**src/hw/dsp_ctrl_pkg.sv**
```systemverilog
// Package: offsets, reset values and carriers for the control register bank
package dsp_ctrl_pkg;
  localparam int ADDR_W = 12;
  localparam int NUM_SAVED = 8;
  localparam int NUM_AUX = 4;
  localparam int NUM_PINS = 12;
  localparam int PARAM_W = 28;
  localparam int AUX_W = 12;
  localparam int MODE_W = 4;
  localparam int PINS_PER_CFG = 6;
  // Register offsets
  localparam logic [11:0] SAVED_PARAM_0_OFS = 12'h800;
  localparam logic [11:0] SAVED_PARAM_7_OFS = 12'h807;
  localparam logic [11:0] PIN_LEVEL_SETTING_OFS = 12'h808;
  localparam logic [11:0] AUX_CONV_RESULT_0_OFS = 12'h809;
  localparam logic [11:0] AUX_CONV_RESULT_3_OFS = 12'h80c;
  localparam logic [11:0] PIN_CONFIG_LOW_OFS = 12'h820;
  localparam logic [11:0] PIN_CONFIG_HIGH_OFS = 12'h821;
  localparam logic [11:0] AUX_CONV_POWER_CONTROL_OFS = 12'h822;
  localparam logic [11:0] RESERVED_A_OFS = 12'h823;
  localparam logic [11:0] AUX_CONV_ENABLE_OFS = 12'h824;
  localparam logic [11:0] RESERVED_B_OFS = 12'h825;
  localparam logic [11:0] OSCILLATOR_POWER_DOWN_OFS = 12'h826;
  localparam logic [11:0] OUTPUT_CONVERTER_SETUP_OFS = 12'h827;
  // Field positions
  localparam int SMOOTH_LSB = 8;
  localparam int AUX_PD_BIT = 7;
  localparam int BIAS_PD_BIT = 6;
  localparam int VREF_PD_BIT = 5;
  localparam int AUX_EN_BIT = 15;
  localparam int OSC_PD_BIT = 2;
  localparam int AUX_PARAM_LSB = 12;
  localparam int AUX_COARSE_BITS = 4;
  // Reset values
  localparam logic [27:0] SAVED_PARAM_RST = 28'h0000000;
  localparam logic [11:0] PIN_LEVEL_RST = 12'h000;
  localparam logic [23:0] PIN_CONFIG_RST = 24'h000000;
  localparam logic [15:0] CTRL16_RST = 16'h0000;
  localparam logic [11:0] AUX_RESULT_RST = 12'h000;

  // Power and converter control fields
  typedef struct packed {
    logic [1:0] aux_smoothing_select;
    logic aux_conv_power_down;
    logic bias_ref_power_down;
    logic voltage_ref_power_down;
    logic out_conv0_power_down;
    logic out_conv1_power_down;
    logic out_conv2_power_down;
    logic out_conv3_power_down;
    logic aux_conv_enable_bit;
    logic osc_power_down_bit;
    logic [1:0] out_conv_setup_field;
  } power_ctrl_s;

  // Host register access
  typedef struct packed {
    logic wr;
    logic rd;
    logic [11:0] addr;
    logic [31:0] wdata;
  } reg_req_s;
endpackage

```
**src/hw/dsp_ctrl_regs.sv**
```systemverilog
// Control register bank: saved parameters, pin setup, auxiliary converter, power
//
// How it works
// - Eight 32-bit save registers, 28-bit parameter low, top four bits read zero.
// - Core refreshes save registers each sample period unless host write mode.
// - Chosen edge on save trigger requests EEPROM save; polarity selectable.
// - After reset, parameters reloaded from EEPROM restore the save registers.
// - Host writes save registers only in host write mode; core stops updating.
// - Save register parameter sits in bits 27:0, resets to zero.
// - Pin level register at 0x808 holds twelve pin levels, bits 15:12 zero.
// - Four auxiliary converter results at 0x809 to 0x80c, one per channel.
// - Results are eight bits, twelve bits when smoothing select is nonzero.
// - Core sees each result as unsigned 1.11 word.
// - Two 24-bit pin config registers, six 4-bit modes each, reset zero.
// - Register 0x822 holds smoothing select and power-down bits, resets zero.
// - Undefined bit positions hold no state and read zero.
// - Host may write converter results when aux host write bit set.
// - Result code 0x800 maps to 1.0 in 5.23 word, top 4, low 12 zero.
`timescale 1ns/1ps
`default_nettype none
module dsp_ctrl_regs (
  // Clock and reset
  input wire logic mclk_in,
  input wire logic sys_rst_in,
  // Control port register access
  input wire dsp_ctrl_pkg::reg_req_s reg_req_in,
  output logic [31:0] reg_rdata_out,
  output logic reg_rvalid_out,
  // Core control mode bits
  input wire logic host_write_saved_regs_in,
  input wire logic host_write_aux_results_in,
  // Core side
  input wire logic sample_tick_in,
  input wire logic [dsp_ctrl_pkg::NUM_SAVED*dsp_ctrl_pkg::PARAM_W-1:0] core_params_in,
  input wire logic aux_sample_valid_in,
  input wire logic [1:0] aux_sample_chan_in,
  input wire logic [dsp_ctrl_pkg::AUX_W-1:0] aux_sample_in,
  output logic [dsp_ctrl_pkg::NUM_AUX*dsp_ctrl_pkg::AUX_W-1:0] aux_fixed_out,
  output logic [dsp_ctrl_pkg::NUM_AUX*dsp_ctrl_pkg::PARAM_W-1:0] aux_param_out,
  // EEPROM save and restore
  input wire logic save_trigger_in,
  input wire logic save_on_rising_in,
  output logic eeprom_save_req_out,
  output logic [dsp_ctrl_pkg::NUM_SAVED*dsp_ctrl_pkg::PARAM_W-1:0] saved_params_out,
  input wire logic restore_valid_in,
  input wire logic [2:0] restore_index_in,
  input wire logic [dsp_ctrl_pkg::PARAM_W-1:0] restore_data_in,
  // Pins and analog control
  output logic [dsp_ctrl_pkg::NUM_PINS-1:0] pin_level_bits_out,
  output logic [dsp_ctrl_pkg::NUM_PINS*dsp_ctrl_pkg::MODE_W-1:0] pin_mode_out,
  output dsp_ctrl_pkg::power_ctrl_s power_ctrl_out
);
  localparam int PW = dsp_ctrl_pkg::PARAM_W;
  localparam int AW = dsp_ctrl_pkg::AUX_W;

  logic [PW-1:0] saved_reg [dsp_ctrl_pkg::NUM_SAVED];
  logic [AW-1:0] aux_reg [dsp_ctrl_pkg::NUM_AUX];
  logic [11:0] pin_level_reg;
  logic [23:0] pin_cfg_lo_reg;
  logic [23:0] pin_cfg_hi_reg;
  logic [9:0] pwr_reg;
  logic aux_en_reg;
  logic osc_pd_reg;
  logic [1:0] setup_reg;
  logic trig_s1_reg;
  logic trig_s2_reg;
  logic trig_s3_reg;
  logic [2:0] trig_ok_reg;
  logic save_req_reg;
  logic [31:0] rdata_reg;
  logic rvalid_reg;
  logic [31:0] rdata_next;
  logic wr;
  logic [11:0] addr;
  logic [31:0] wdata;
  logic saved_hit;
  logic aux_hit;
  logic [2:0] saved_idx;
  logic [1:0] aux_idx;

  assign wr = reg_req_in.wr;
  assign addr = reg_req_in.addr;
  assign wdata = reg_req_in.wdata;
  assign saved_hit = (addr >= dsp_ctrl_pkg::SAVED_PARAM_0_OFS) &&
                     (addr <= dsp_ctrl_pkg::SAVED_PARAM_7_OFS);
  assign aux_hit = (addr >= dsp_ctrl_pkg::AUX_CONV_RESULT_0_OFS) &&
                   (addr <= dsp_ctrl_pkg::AUX_CONV_RESULT_3_OFS);
  assign saved_idx = 3'(addr - dsp_ctrl_pkg::SAVED_PARAM_0_OFS);
  assign aux_idx = 2'(addr - dsp_ctrl_pkg::AUX_CONV_RESULT_0_OFS);

  // ---------------------------------------------------------------
  // Saved parameter registers
  // ---------------------------------------------------------------
  // Restore beats the host and core so a boot reload is never lost to a host write or core refresh in the same cycle
  always_ff @(posedge mclk_in) begin
    if (sys_rst_in) begin
      for (int i = 0; i < dsp_ctrl_pkg::NUM_SAVED; i++) begin
        saved_reg[i] <= dsp_ctrl_pkg::SAVED_PARAM_RST;
      end
    end else if (restore_valid_in) begin
      saved_reg[restore_index_in] <= restore_data_in;
    end else if (host_write_saved_regs_in) begin
      if (wr && saved_hit) begin
        saved_reg[saved_idx] <= wdata[PW-1:0];
      end
    end else if (sample_tick_in) begin
      for (int i = 0; i < dsp_ctrl_pkg::NUM_SAVED; i++) begin
        saved_reg[i] <= core_params_in[i*PW +: PW];
      end
    end
  end

  // ---------------------------------------------------------------
  // Save trigger
  // ---------------------------------------------------------------
  // Detector held off until both stages carry real pin samples:
  // reset stage values would fake an edge when the pin idles high
  always_ff @(posedge mclk_in) begin
    if (sys_rst_in) begin
      trig_s1_reg <= 1'b0;
      trig_s2_reg <= 1'b0;
      trig_s3_reg <= 1'b0;
      trig_ok_reg <= 3'h0;
      save_req_reg <= 1'b0;
    end else begin
      trig_s1_reg <= save_trigger_in;
      trig_s2_reg <= trig_s1_reg;
      trig_s3_reg <= trig_s2_reg;
      trig_ok_reg <= {trig_ok_reg[1:0], 1'b1};
      save_req_reg <= trig_ok_reg[2] &&
                      (save_on_rising_in ? (trig_s2_reg && !trig_s3_reg)
                                         : (!trig_s2_reg && trig_s3_reg));
    end
  end

  // ---------------------------------------------------------------
  // Auxiliary converter results
  // ---------------------------------------------------------------
  // Coarse mode drops the low bits so unsmoothed jitter never leaks
  always_ff @(posedge mclk_in) begin
    if (sys_rst_in) begin
      for (int i = 0; i < dsp_ctrl_pkg::NUM_AUX; i++) begin
        aux_reg[i] <= dsp_ctrl_pkg::AUX_RESULT_RST;
      end
    end else if (host_write_aux_results_in) begin
      if (wr && aux_hit) begin
        aux_reg[aux_idx] <= wdata[AW-1:0];
      end
    end else if (aux_sample_valid_in) begin
      if (pwr_reg[9:8] != 2'h0) begin
        aux_reg[aux_sample_chan_in] <= aux_sample_in;
      end else begin
        aux_reg[aux_sample_chan_in] <= {aux_sample_in[AW-1:dsp_ctrl_pkg::AUX_COARSE_BITS],
                                        4'h0};
      end
    end
  end

  // ---------------------------------------------------------------
  // Pin and power control registers
  // ---------------------------------------------------------------
  always_ff @(posedge mclk_in) begin
    if (sys_rst_in) begin
      pin_level_reg <= dsp_ctrl_pkg::PIN_LEVEL_RST;
      pin_cfg_lo_reg <= dsp_ctrl_pkg::PIN_CONFIG_RST;
      pin_cfg_hi_reg <= dsp_ctrl_pkg::PIN_CONFIG_RST;
      pwr_reg <= dsp_ctrl_pkg::CTRL16_RST[9:0];
      aux_en_reg <= 1'b0;
      osc_pd_reg <= 1'b0;
      setup_reg <= 2'h0;
    end else if (wr) begin
      unique case (addr)
        dsp_ctrl_pkg::PIN_LEVEL_SETTING_OFS: pin_level_reg <= wdata[11:0];
        dsp_ctrl_pkg::PIN_CONFIG_LOW_OFS: pin_cfg_lo_reg <= wdata[23:0];
        dsp_ctrl_pkg::PIN_CONFIG_HIGH_OFS: pin_cfg_hi_reg <= wdata[23:0];
        dsp_ctrl_pkg::AUX_CONV_POWER_CONTROL_OFS: pwr_reg <= {wdata[9:5], 1'b0, wdata[3:0]};
        dsp_ctrl_pkg::AUX_CONV_ENABLE_OFS: aux_en_reg <= wdata[dsp_ctrl_pkg::AUX_EN_BIT];
        dsp_ctrl_pkg::OSCILLATOR_POWER_DOWN_OFS: osc_pd_reg <= wdata[dsp_ctrl_pkg::OSC_PD_BIT];
        dsp_ctrl_pkg::OUTPUT_CONVERTER_SETUP_OFS: setup_reg <= wdata[1:0];
        default: begin
        end
      endcase
    end
  end

  // ---------------------------------------------------------------
  // Read path
  // ---------------------------------------------------------------
  always_comb begin
    rdata_next = 32'h0;
    if (saved_hit) begin
      rdata_next = {4'h0, saved_reg[saved_idx]};
    end else if (aux_hit) begin
      rdata_next = {20'h0, aux_reg[aux_idx]};
    end else begin
      unique case (addr)
        dsp_ctrl_pkg::PIN_LEVEL_SETTING_OFS: rdata_next = {20'h0, pin_level_reg};
        dsp_ctrl_pkg::PIN_CONFIG_LOW_OFS: rdata_next = {8'h0, pin_cfg_lo_reg};
        dsp_ctrl_pkg::PIN_CONFIG_HIGH_OFS: rdata_next = {8'h0, pin_cfg_hi_reg};
        dsp_ctrl_pkg::AUX_CONV_POWER_CONTROL_OFS: rdata_next = {22'h0, pwr_reg[9:5], 1'b0,
                                                                pwr_reg[3:0]};
        dsp_ctrl_pkg::AUX_CONV_ENABLE_OFS: rdata_next = {16'h0, aux_en_reg, 15'h0};
        dsp_ctrl_pkg::OSCILLATOR_POWER_DOWN_OFS: rdata_next = {29'h0, osc_pd_reg, 2'h0};
        dsp_ctrl_pkg::OUTPUT_CONVERTER_SETUP_OFS: rdata_next = {30'h0, setup_reg};
        default: rdata_next = 32'h0;
      endcase
    end
  end

  always_ff @(posedge mclk_in) begin
    if (sys_rst_in) begin
      rdata_reg <= 32'h0;
      rvalid_reg <= 1'b0;
    end else begin
      rvalid_reg <= reg_req_in.rd;
      if (reg_req_in.rd) begin
        rdata_reg <= rdata_next;
      end
    end
  end

  // ---------------------------------------------------------------
  // Outputs
  // ---------------------------------------------------------------
  // Bit 4 of the power register is a hole; it is never stored meaningfully
  always_comb begin
    for (int i = 0; i < dsp_ctrl_pkg::NUM_SAVED; i++) begin
      saved_params_out[i*PW +: PW] = saved_reg[i];
    end
    for (int i = 0; i < dsp_ctrl_pkg::NUM_AUX; i++) begin
      aux_fixed_out[i*AW +: AW] = aux_reg[i];
      aux_param_out[i*PW +: PW] = {4'h0, aux_reg[i], 12'h000};
    end
  end

  assign pin_mode_out = {pin_cfg_hi_reg, pin_cfg_lo_reg};
  assign pin_level_bits_out = pin_level_reg;
  assign eeprom_save_req_out = save_req_reg;
  assign reg_rdata_out = rdata_reg;
  assign reg_rvalid_out = rvalid_reg;
  assign power_ctrl_out = '{
    aux_smoothing_select: pwr_reg[9:8],
    aux_conv_power_down: pwr_reg[dsp_ctrl_pkg::AUX_PD_BIT],
    bias_ref_power_down: pwr_reg[dsp_ctrl_pkg::BIAS_PD_BIT],
    voltage_ref_power_down: pwr_reg[dsp_ctrl_pkg::VREF_PD_BIT],
    out_conv0_power_down: pwr_reg[3],
    out_conv1_power_down: pwr_reg[2],
    out_conv2_power_down: pwr_reg[1],
    out_conv3_power_down: pwr_reg[0],
    aux_conv_enable_bit: aux_en_reg,
    osc_power_down_bit: osc_pd_reg,
    out_conv_setup_field: setup_reg
  };
endmodule
`default_nettype wire

```
**config.mk**
```make
export PLATFORM = sky130hd
export DESIGN_NAME = dsp_ctrl_regs
export DESIGN_NICKNAME = d
export VERILOG_FILES = /design/src/hw/dsp_ctrl_pkg.sv /design/src/hw/dsp_ctrl_regs.sv
export SDC_FILE = /design/constraint.sdc
export NUM_CORES = 1
export LEC_CHECK = 0
export ABC_AREA = 1
export BUFFER_PORTS_ARGS = -buffer_cell sky130_fd_sc_hd__buf_2
export CAP_MARGIN = 20
export CELL_PAD_IN_SITES_DETAIL_PLACEMENT = 0
export CELL_PAD_IN_SITES_GLOBAL_PLACEMENT = 2
export CORE_AREA = 2 2 315 317
export DETAILED_ROUTE_END_ITERATION = 7
export DIE_AREA = 0 0 317 319
export PLACE_DENSITY = 0.63
export RECOVER_POWER = 25
export SYNTH_ARGS = -nofsm -noshare
export SYNTH_HDL_FRONTEND = slang
export SYNTH_SLANG_ARGS = --single-unit
export TNS_END_PERCENT = 5
```
**constraint.sdc**
```tcl
create_clock -name mclk_in -period 7.1 [get_ports mclk_in]
set_clock_uncertainty 0.05 [all_clocks]
set_input_delay 1.42 -clock mclk_in [delete_from_list [all_inputs] [get_ports mclk_in]]
set_output_delay 1.42 -clock mclk_in [all_outputs]
set_load 0.05 [all_outputs]
```
* Word level (Yosys, flattened, before mapping)
Memory sizes are Yosys's and may differ from the RTL's. Cells that the tools add are included.
Operators by class: reduce and logical (&&, ||, !) cells 21, multiplexer cells 55, $lt $le $gt $ge 4, add/sub/neg operators 2, shifts and indexed selects 0, divide/modulo/power cells 0, bitwise gates (word level) 9, equal/unequal tests 7, multiply operators 0
Operators with widths (number):
- $mux W28 | 11
- $pmux W24 S7 | 1
- $eq A12 B12 Y1 const B | 7
- $reduce_or A28 Y1 | 2
- $mux W12 | 3
- $mux W1 | 35
- $ge A12 B12 Y1 const B | 2
- $le A12 B12 Y1 const B | 2
- $mux W24 | 1
- $reduce_or A12 Y1 | 2
- $reduce_and A2 Y1 | 7
- $or A1 B1 Y1 | 9
- $logic_and A1 B1 Y1 | 7
- $mux W3 | 2
- $mux W2 | 2
- $sub A3 B1 Y3 const B | 1
- $logic_not A1 Y1 | 2
- $reduce_bool A2 Y1 | 1
- $sub A2 B1 Y2 const B | 1
Storage, ports and cells: ROM bits 0, output and inout port bits 491, logic and storage cells 115, register bits 113, bits in writable memories 272, latch bits 0, memories kept 2, input bits 324
Memories:
- saved_reg | words 8, width 28, read ports 9, clocked after memory_dff 0, write ports 8, RTL line dsp_ctrl_regs.sv:56 | logic [PW-1:0] saved_reg [dsp_ctrl_pkg::NUM_SAVED];
- aux_reg | words 4, width 12, read ports 5, clocked after memory_dff 0, write ports 4, RTL line dsp_ctrl_regs.sv:57 | logic [AW-1:0] aux_reg [dsp_ctrl_pkg::NUM_AUX];

* Depth between registers and ports, before layout
depth after elaboration 10, gate-level depth with buffers 16, gate-level depth less buffers 13

* Worst setup path after synthesis
Ideal clock, no wire load.
path kind input -> register, from input port reg_req_in[32] in the netlist's numbering, to memory aux_reg[3][0] in the netlist's numbering (enable), stages 12, setup time 0.380 ns, arrival time 3.849 ns, required time 6.670 ns, slack 2.821 ns, buffers on the path 4, path through buf_2 -> inv_1 -> clkbuf_1 -> clkbuf_1 -> ha_1 -> nand3_1 -> a21oi_1 -> clkbuf_1 -> nand3_1 -> nand2_1 -> nand2_1 -> nor2_1
RTL lines:
- from (decl) | RTL line dsp_ctrl_regs.sv:26 | input wire dsp_ctrl_pkg::reg_req_s reg_req_in,
- to (decl) | RTL line dsp_ctrl_regs.sv:57

==> impl_metrics.env <==
export IMPL_required_ns=7.28
export IMPL_arrival_ns=5.37
export IMPL_die_x_um=317
export IMPL_core_rowCount=115
export IMPL_largest_reg_flops=224
export IMPL_htree_levels=2
export IMPL_synth_cell_types=38
export IMPL_cts_sinks=381
export IMPL_crit_path_top_delay_cell="nand2_2"
export IMPL_final_cells=4624
export IMPL_timing_final_hold_violations=0
export IMPL_async_flop_share=0
export IMPL_path_cells="clkbuf_1 > clkinv_4 > nand3_2 > nor2_4 > nand4_4 > o21ai_1 > inv_2 > nor2_4 > buf_4 > nand2_1 > nand2_2"
export IMPL_cts_buffers=51
export IMPL_fin_ws_ns=1.91
export IMPL_design_area_um2=26600
export IMPL_violations="max-capacitance violations, max-slew violations"
export IMPL_final_max_slew_violation_count=54
export IMPL_synthFlopType="edfxtp_1"
export IMPL_highest_layer="met5"
export IMPL_wl_met1_um=52900
export IMPL_yosysSeqAreaShare=0.495
export IMPL_cp_common_cell="nor2_4"
export IMPL_leakage_uw=0.0116
export IMPL_reg2reg_to="reg_rdata_out[0]$_SDFFE_PP0P_"
export IMPL_ir_drop_uv=151
export IMPL_dpl_cell_count=4519
export IMPL_worst_setup_path_start_kind="primary input"
export IMPL_dp_slack_ns=1.63
export IMPL_worstHoldStart="trig_ok_reg[1]$_SDFF_PP0_"
export IMPL_post_dp_cell_area_um2=25200
export IMPL_gp_congestion=0.832
export IMPL_avgSynthCellArea_um2=7.81
export IMPL_clk_path_buf_depth=3
export IMPL_ys_ff_latch=381
export IMPL_worst_setup_path_type="primary input to flip-flop"
export IMPL_reg2regPathDepth=8
export IMPL_vias_per_cell=4.57
export IMPL_initial_utilization=0.214
export IMPL_hold_end="trig_ok_reg[2]$_SDFF_PP0_"
export IMPL_syn2layout_area_growth_pct=27.1
export IMPL_post_drt_wl_per_cell_um=25.8
export IMPL_synth_cells=2677
export IMPL_maxSlewHeadroom=-0.503
export IMPL_hpwl_um=89600
export IMPL_wl_met2_um=56300
export IMPL_antenna_found_initial=21
export IMPL_fin_setup_tns_ns=0
export IMPL_synth_edf_count=272
export IMPL_netlist_area_um2=20900
export IMPL_r2r_start="saved_reg[1][0]$_DFFE_PP_"
export IMPL_synthTopCellsByArea="edfxtp_1 39%, nand2_1 13%, dfxtp_1 10%"
export IMPL_grt_pass1_wl_um=163000
export IMPL_grt_pass1_vias=20699
export IMPL_dieArea_um2=101000
export IMPL_powerDensity_nw_per_um2=258
export IMPL_cp_end_kind="flip-flop"
export IMPL_grt_max_degree=89
export IMPL_post_cts_buffers=0
export IMPL_yosysWarnings=0
export IMPL_clock_tree_root_cell="clkbuf_16"
export IMPL_hold_path_class="flip-flop to flip-flop"
export IMPL_drv_cap=1
export IMPL_final_nets=3613
export IMPL_clk_pin_slew_ns=0.05
export IMPL_ant_nets=0
export IMPL_tightest_slew_ns=2.26
export IMPL_holdBufCountCts=0
export IMPL_layout_drive_gt1_share=0.195
export IMPL_status="complete, but fails checks"
export IMPL_coreArea_um2=97700
export IMPL_r2r_slack_ns=5.25
export IMPL_finalCritPeriodShare=0.731
export IMPL_fin_crit_ns=5.19
export IMPL_synthTopCellsByCount="715 x nand2_1, 320 x nor2_1, 277 x nand3_1"
export IMPL_rsz0062_at_grt="false"
export IMPL_dr_first_iter_drc_count=1690
export IMPL_max_freq_ghz=0.193
export IMPL_dr_pass1_iters=6
export IMPL_synth_top_cell_area_share=0.390
export IMPL_clk_latency_ns=0.62
export IMPL_grt_ovfl_total=0
export IMPL_route_detailed_drc=0
export IMPL_routed_wl_um=119000
export IMPL_route_met3_wl_um=7970
export IMPL_setup_violations=0
export IMPL_grt_total_usage=0.228
export IMPL_io_buffer_count=742
export IMPL_final_core_util=0.272
export IMPL_synth_largest_area_cell="edfxtp_1"
export IMPL_dieHeight_um=319
export IMPL_holdPathStages=2
export IMPL_worstPathMaxFanout=38
export IMPL_cpPeakStageDelay_ns=0.70
export IMPL_ios=815
export IMPL_cts_tree="done"
export IMPL_yosysMostFrequentCell="nand2_1"
export IMPL_ctsResizeCount=0
export IMPL_num_vias=21111
==> kinds of logic after synthesis <==
group | after synthesis | share of synthesized area
other cells | 1 | 0.000179
simple gates | 1351 | 0.266
compound gates | 453 | 0.121
flops | 381 | 0.495
buf+inv | 487 | 0.116
fa+ha+maj | 4 | 0.00239
==> worst max-delay path: cells and delay by family <==
family,cells,cell delay (ns)
compound gates,1,0.27
buf+inv,4,1.56
simple gates,6,2.05
==> cell type report <==
cell class | instances | area [µm²]
flip-flops and latches | 381 | 10300
diodes | 10 | 25.0
multi-input cells | 1876 | 8430
clock buffers | 70 | 1450
well taps | 1287 | 1610
inverters | 190 | 723
fillers | 11054 | 71100
clock inverters | 25 | 264
repair buffers | 785 | 3730
==> cells in the final DEF (no fill, tap or decap), types with 68 or more instances in the layout <==
cell	count
a21oi_1	72
buf_2	481
clkbuf_1	272
conb_1	68
dfxtp_1	109
edfxtp_1	272
inv_1	182
nand2_1	707
nand3_1	277
nor2_1	317
o21ai_0	262
==> worst max path at each step <==
stage	start	end	slack (ns)	depth (start not counted)
3_3_place_gp	reg_req_in[33]	aux_reg[1][2]$_SDFFCE_PN0P_	1.62	12
4_1_cts	reg_req_in[33]	aux_reg[1][1]$_SDFFCE_PN0P_	2.30	12
2_1_floorplan	reg_req_in[32]	aux_reg[3][0]$_DFFE_PP_	2.82	12
5_1_grt	sys_rst_in	saved_reg[5][17]$_DFFE_PP_	1.49	11
3_5_place_dp	reg_req_in[33]	aux_reg[1][3]$_SDFFCE_PN0P_	1.63	12
6_report	sys_rst_in	saved_reg[5][17]$_DFFE_PP_	1.91	11
==> report_power, final <==
| group | internal [µW] | switching [µW] |
|---|---|---|
| Sequential | 2550 | 102 |
| Clock | 1610 | 1100 |
| Combinational | 252 | 1250 |
==> routing by layer <==
layer / track usage / vias up
met5: 0 / -
met4: 0.0450 / 12
met3: 0.0436 / 121
met2: 0.379 / 778
met1: 0.305 / 10261
li1: - / 9939
==> through the flow <==
stage / hold slack [ns] / power, µW
floorplan: 0.338 / 3700
global placement: 0.343 / 4230
detailed placement: 0.344 / 4230
CTS: 0.352 / 6960
global route: 0.393 / 7100
finish: 0.353 / 6860
Power figures use the tool's default switching activity.
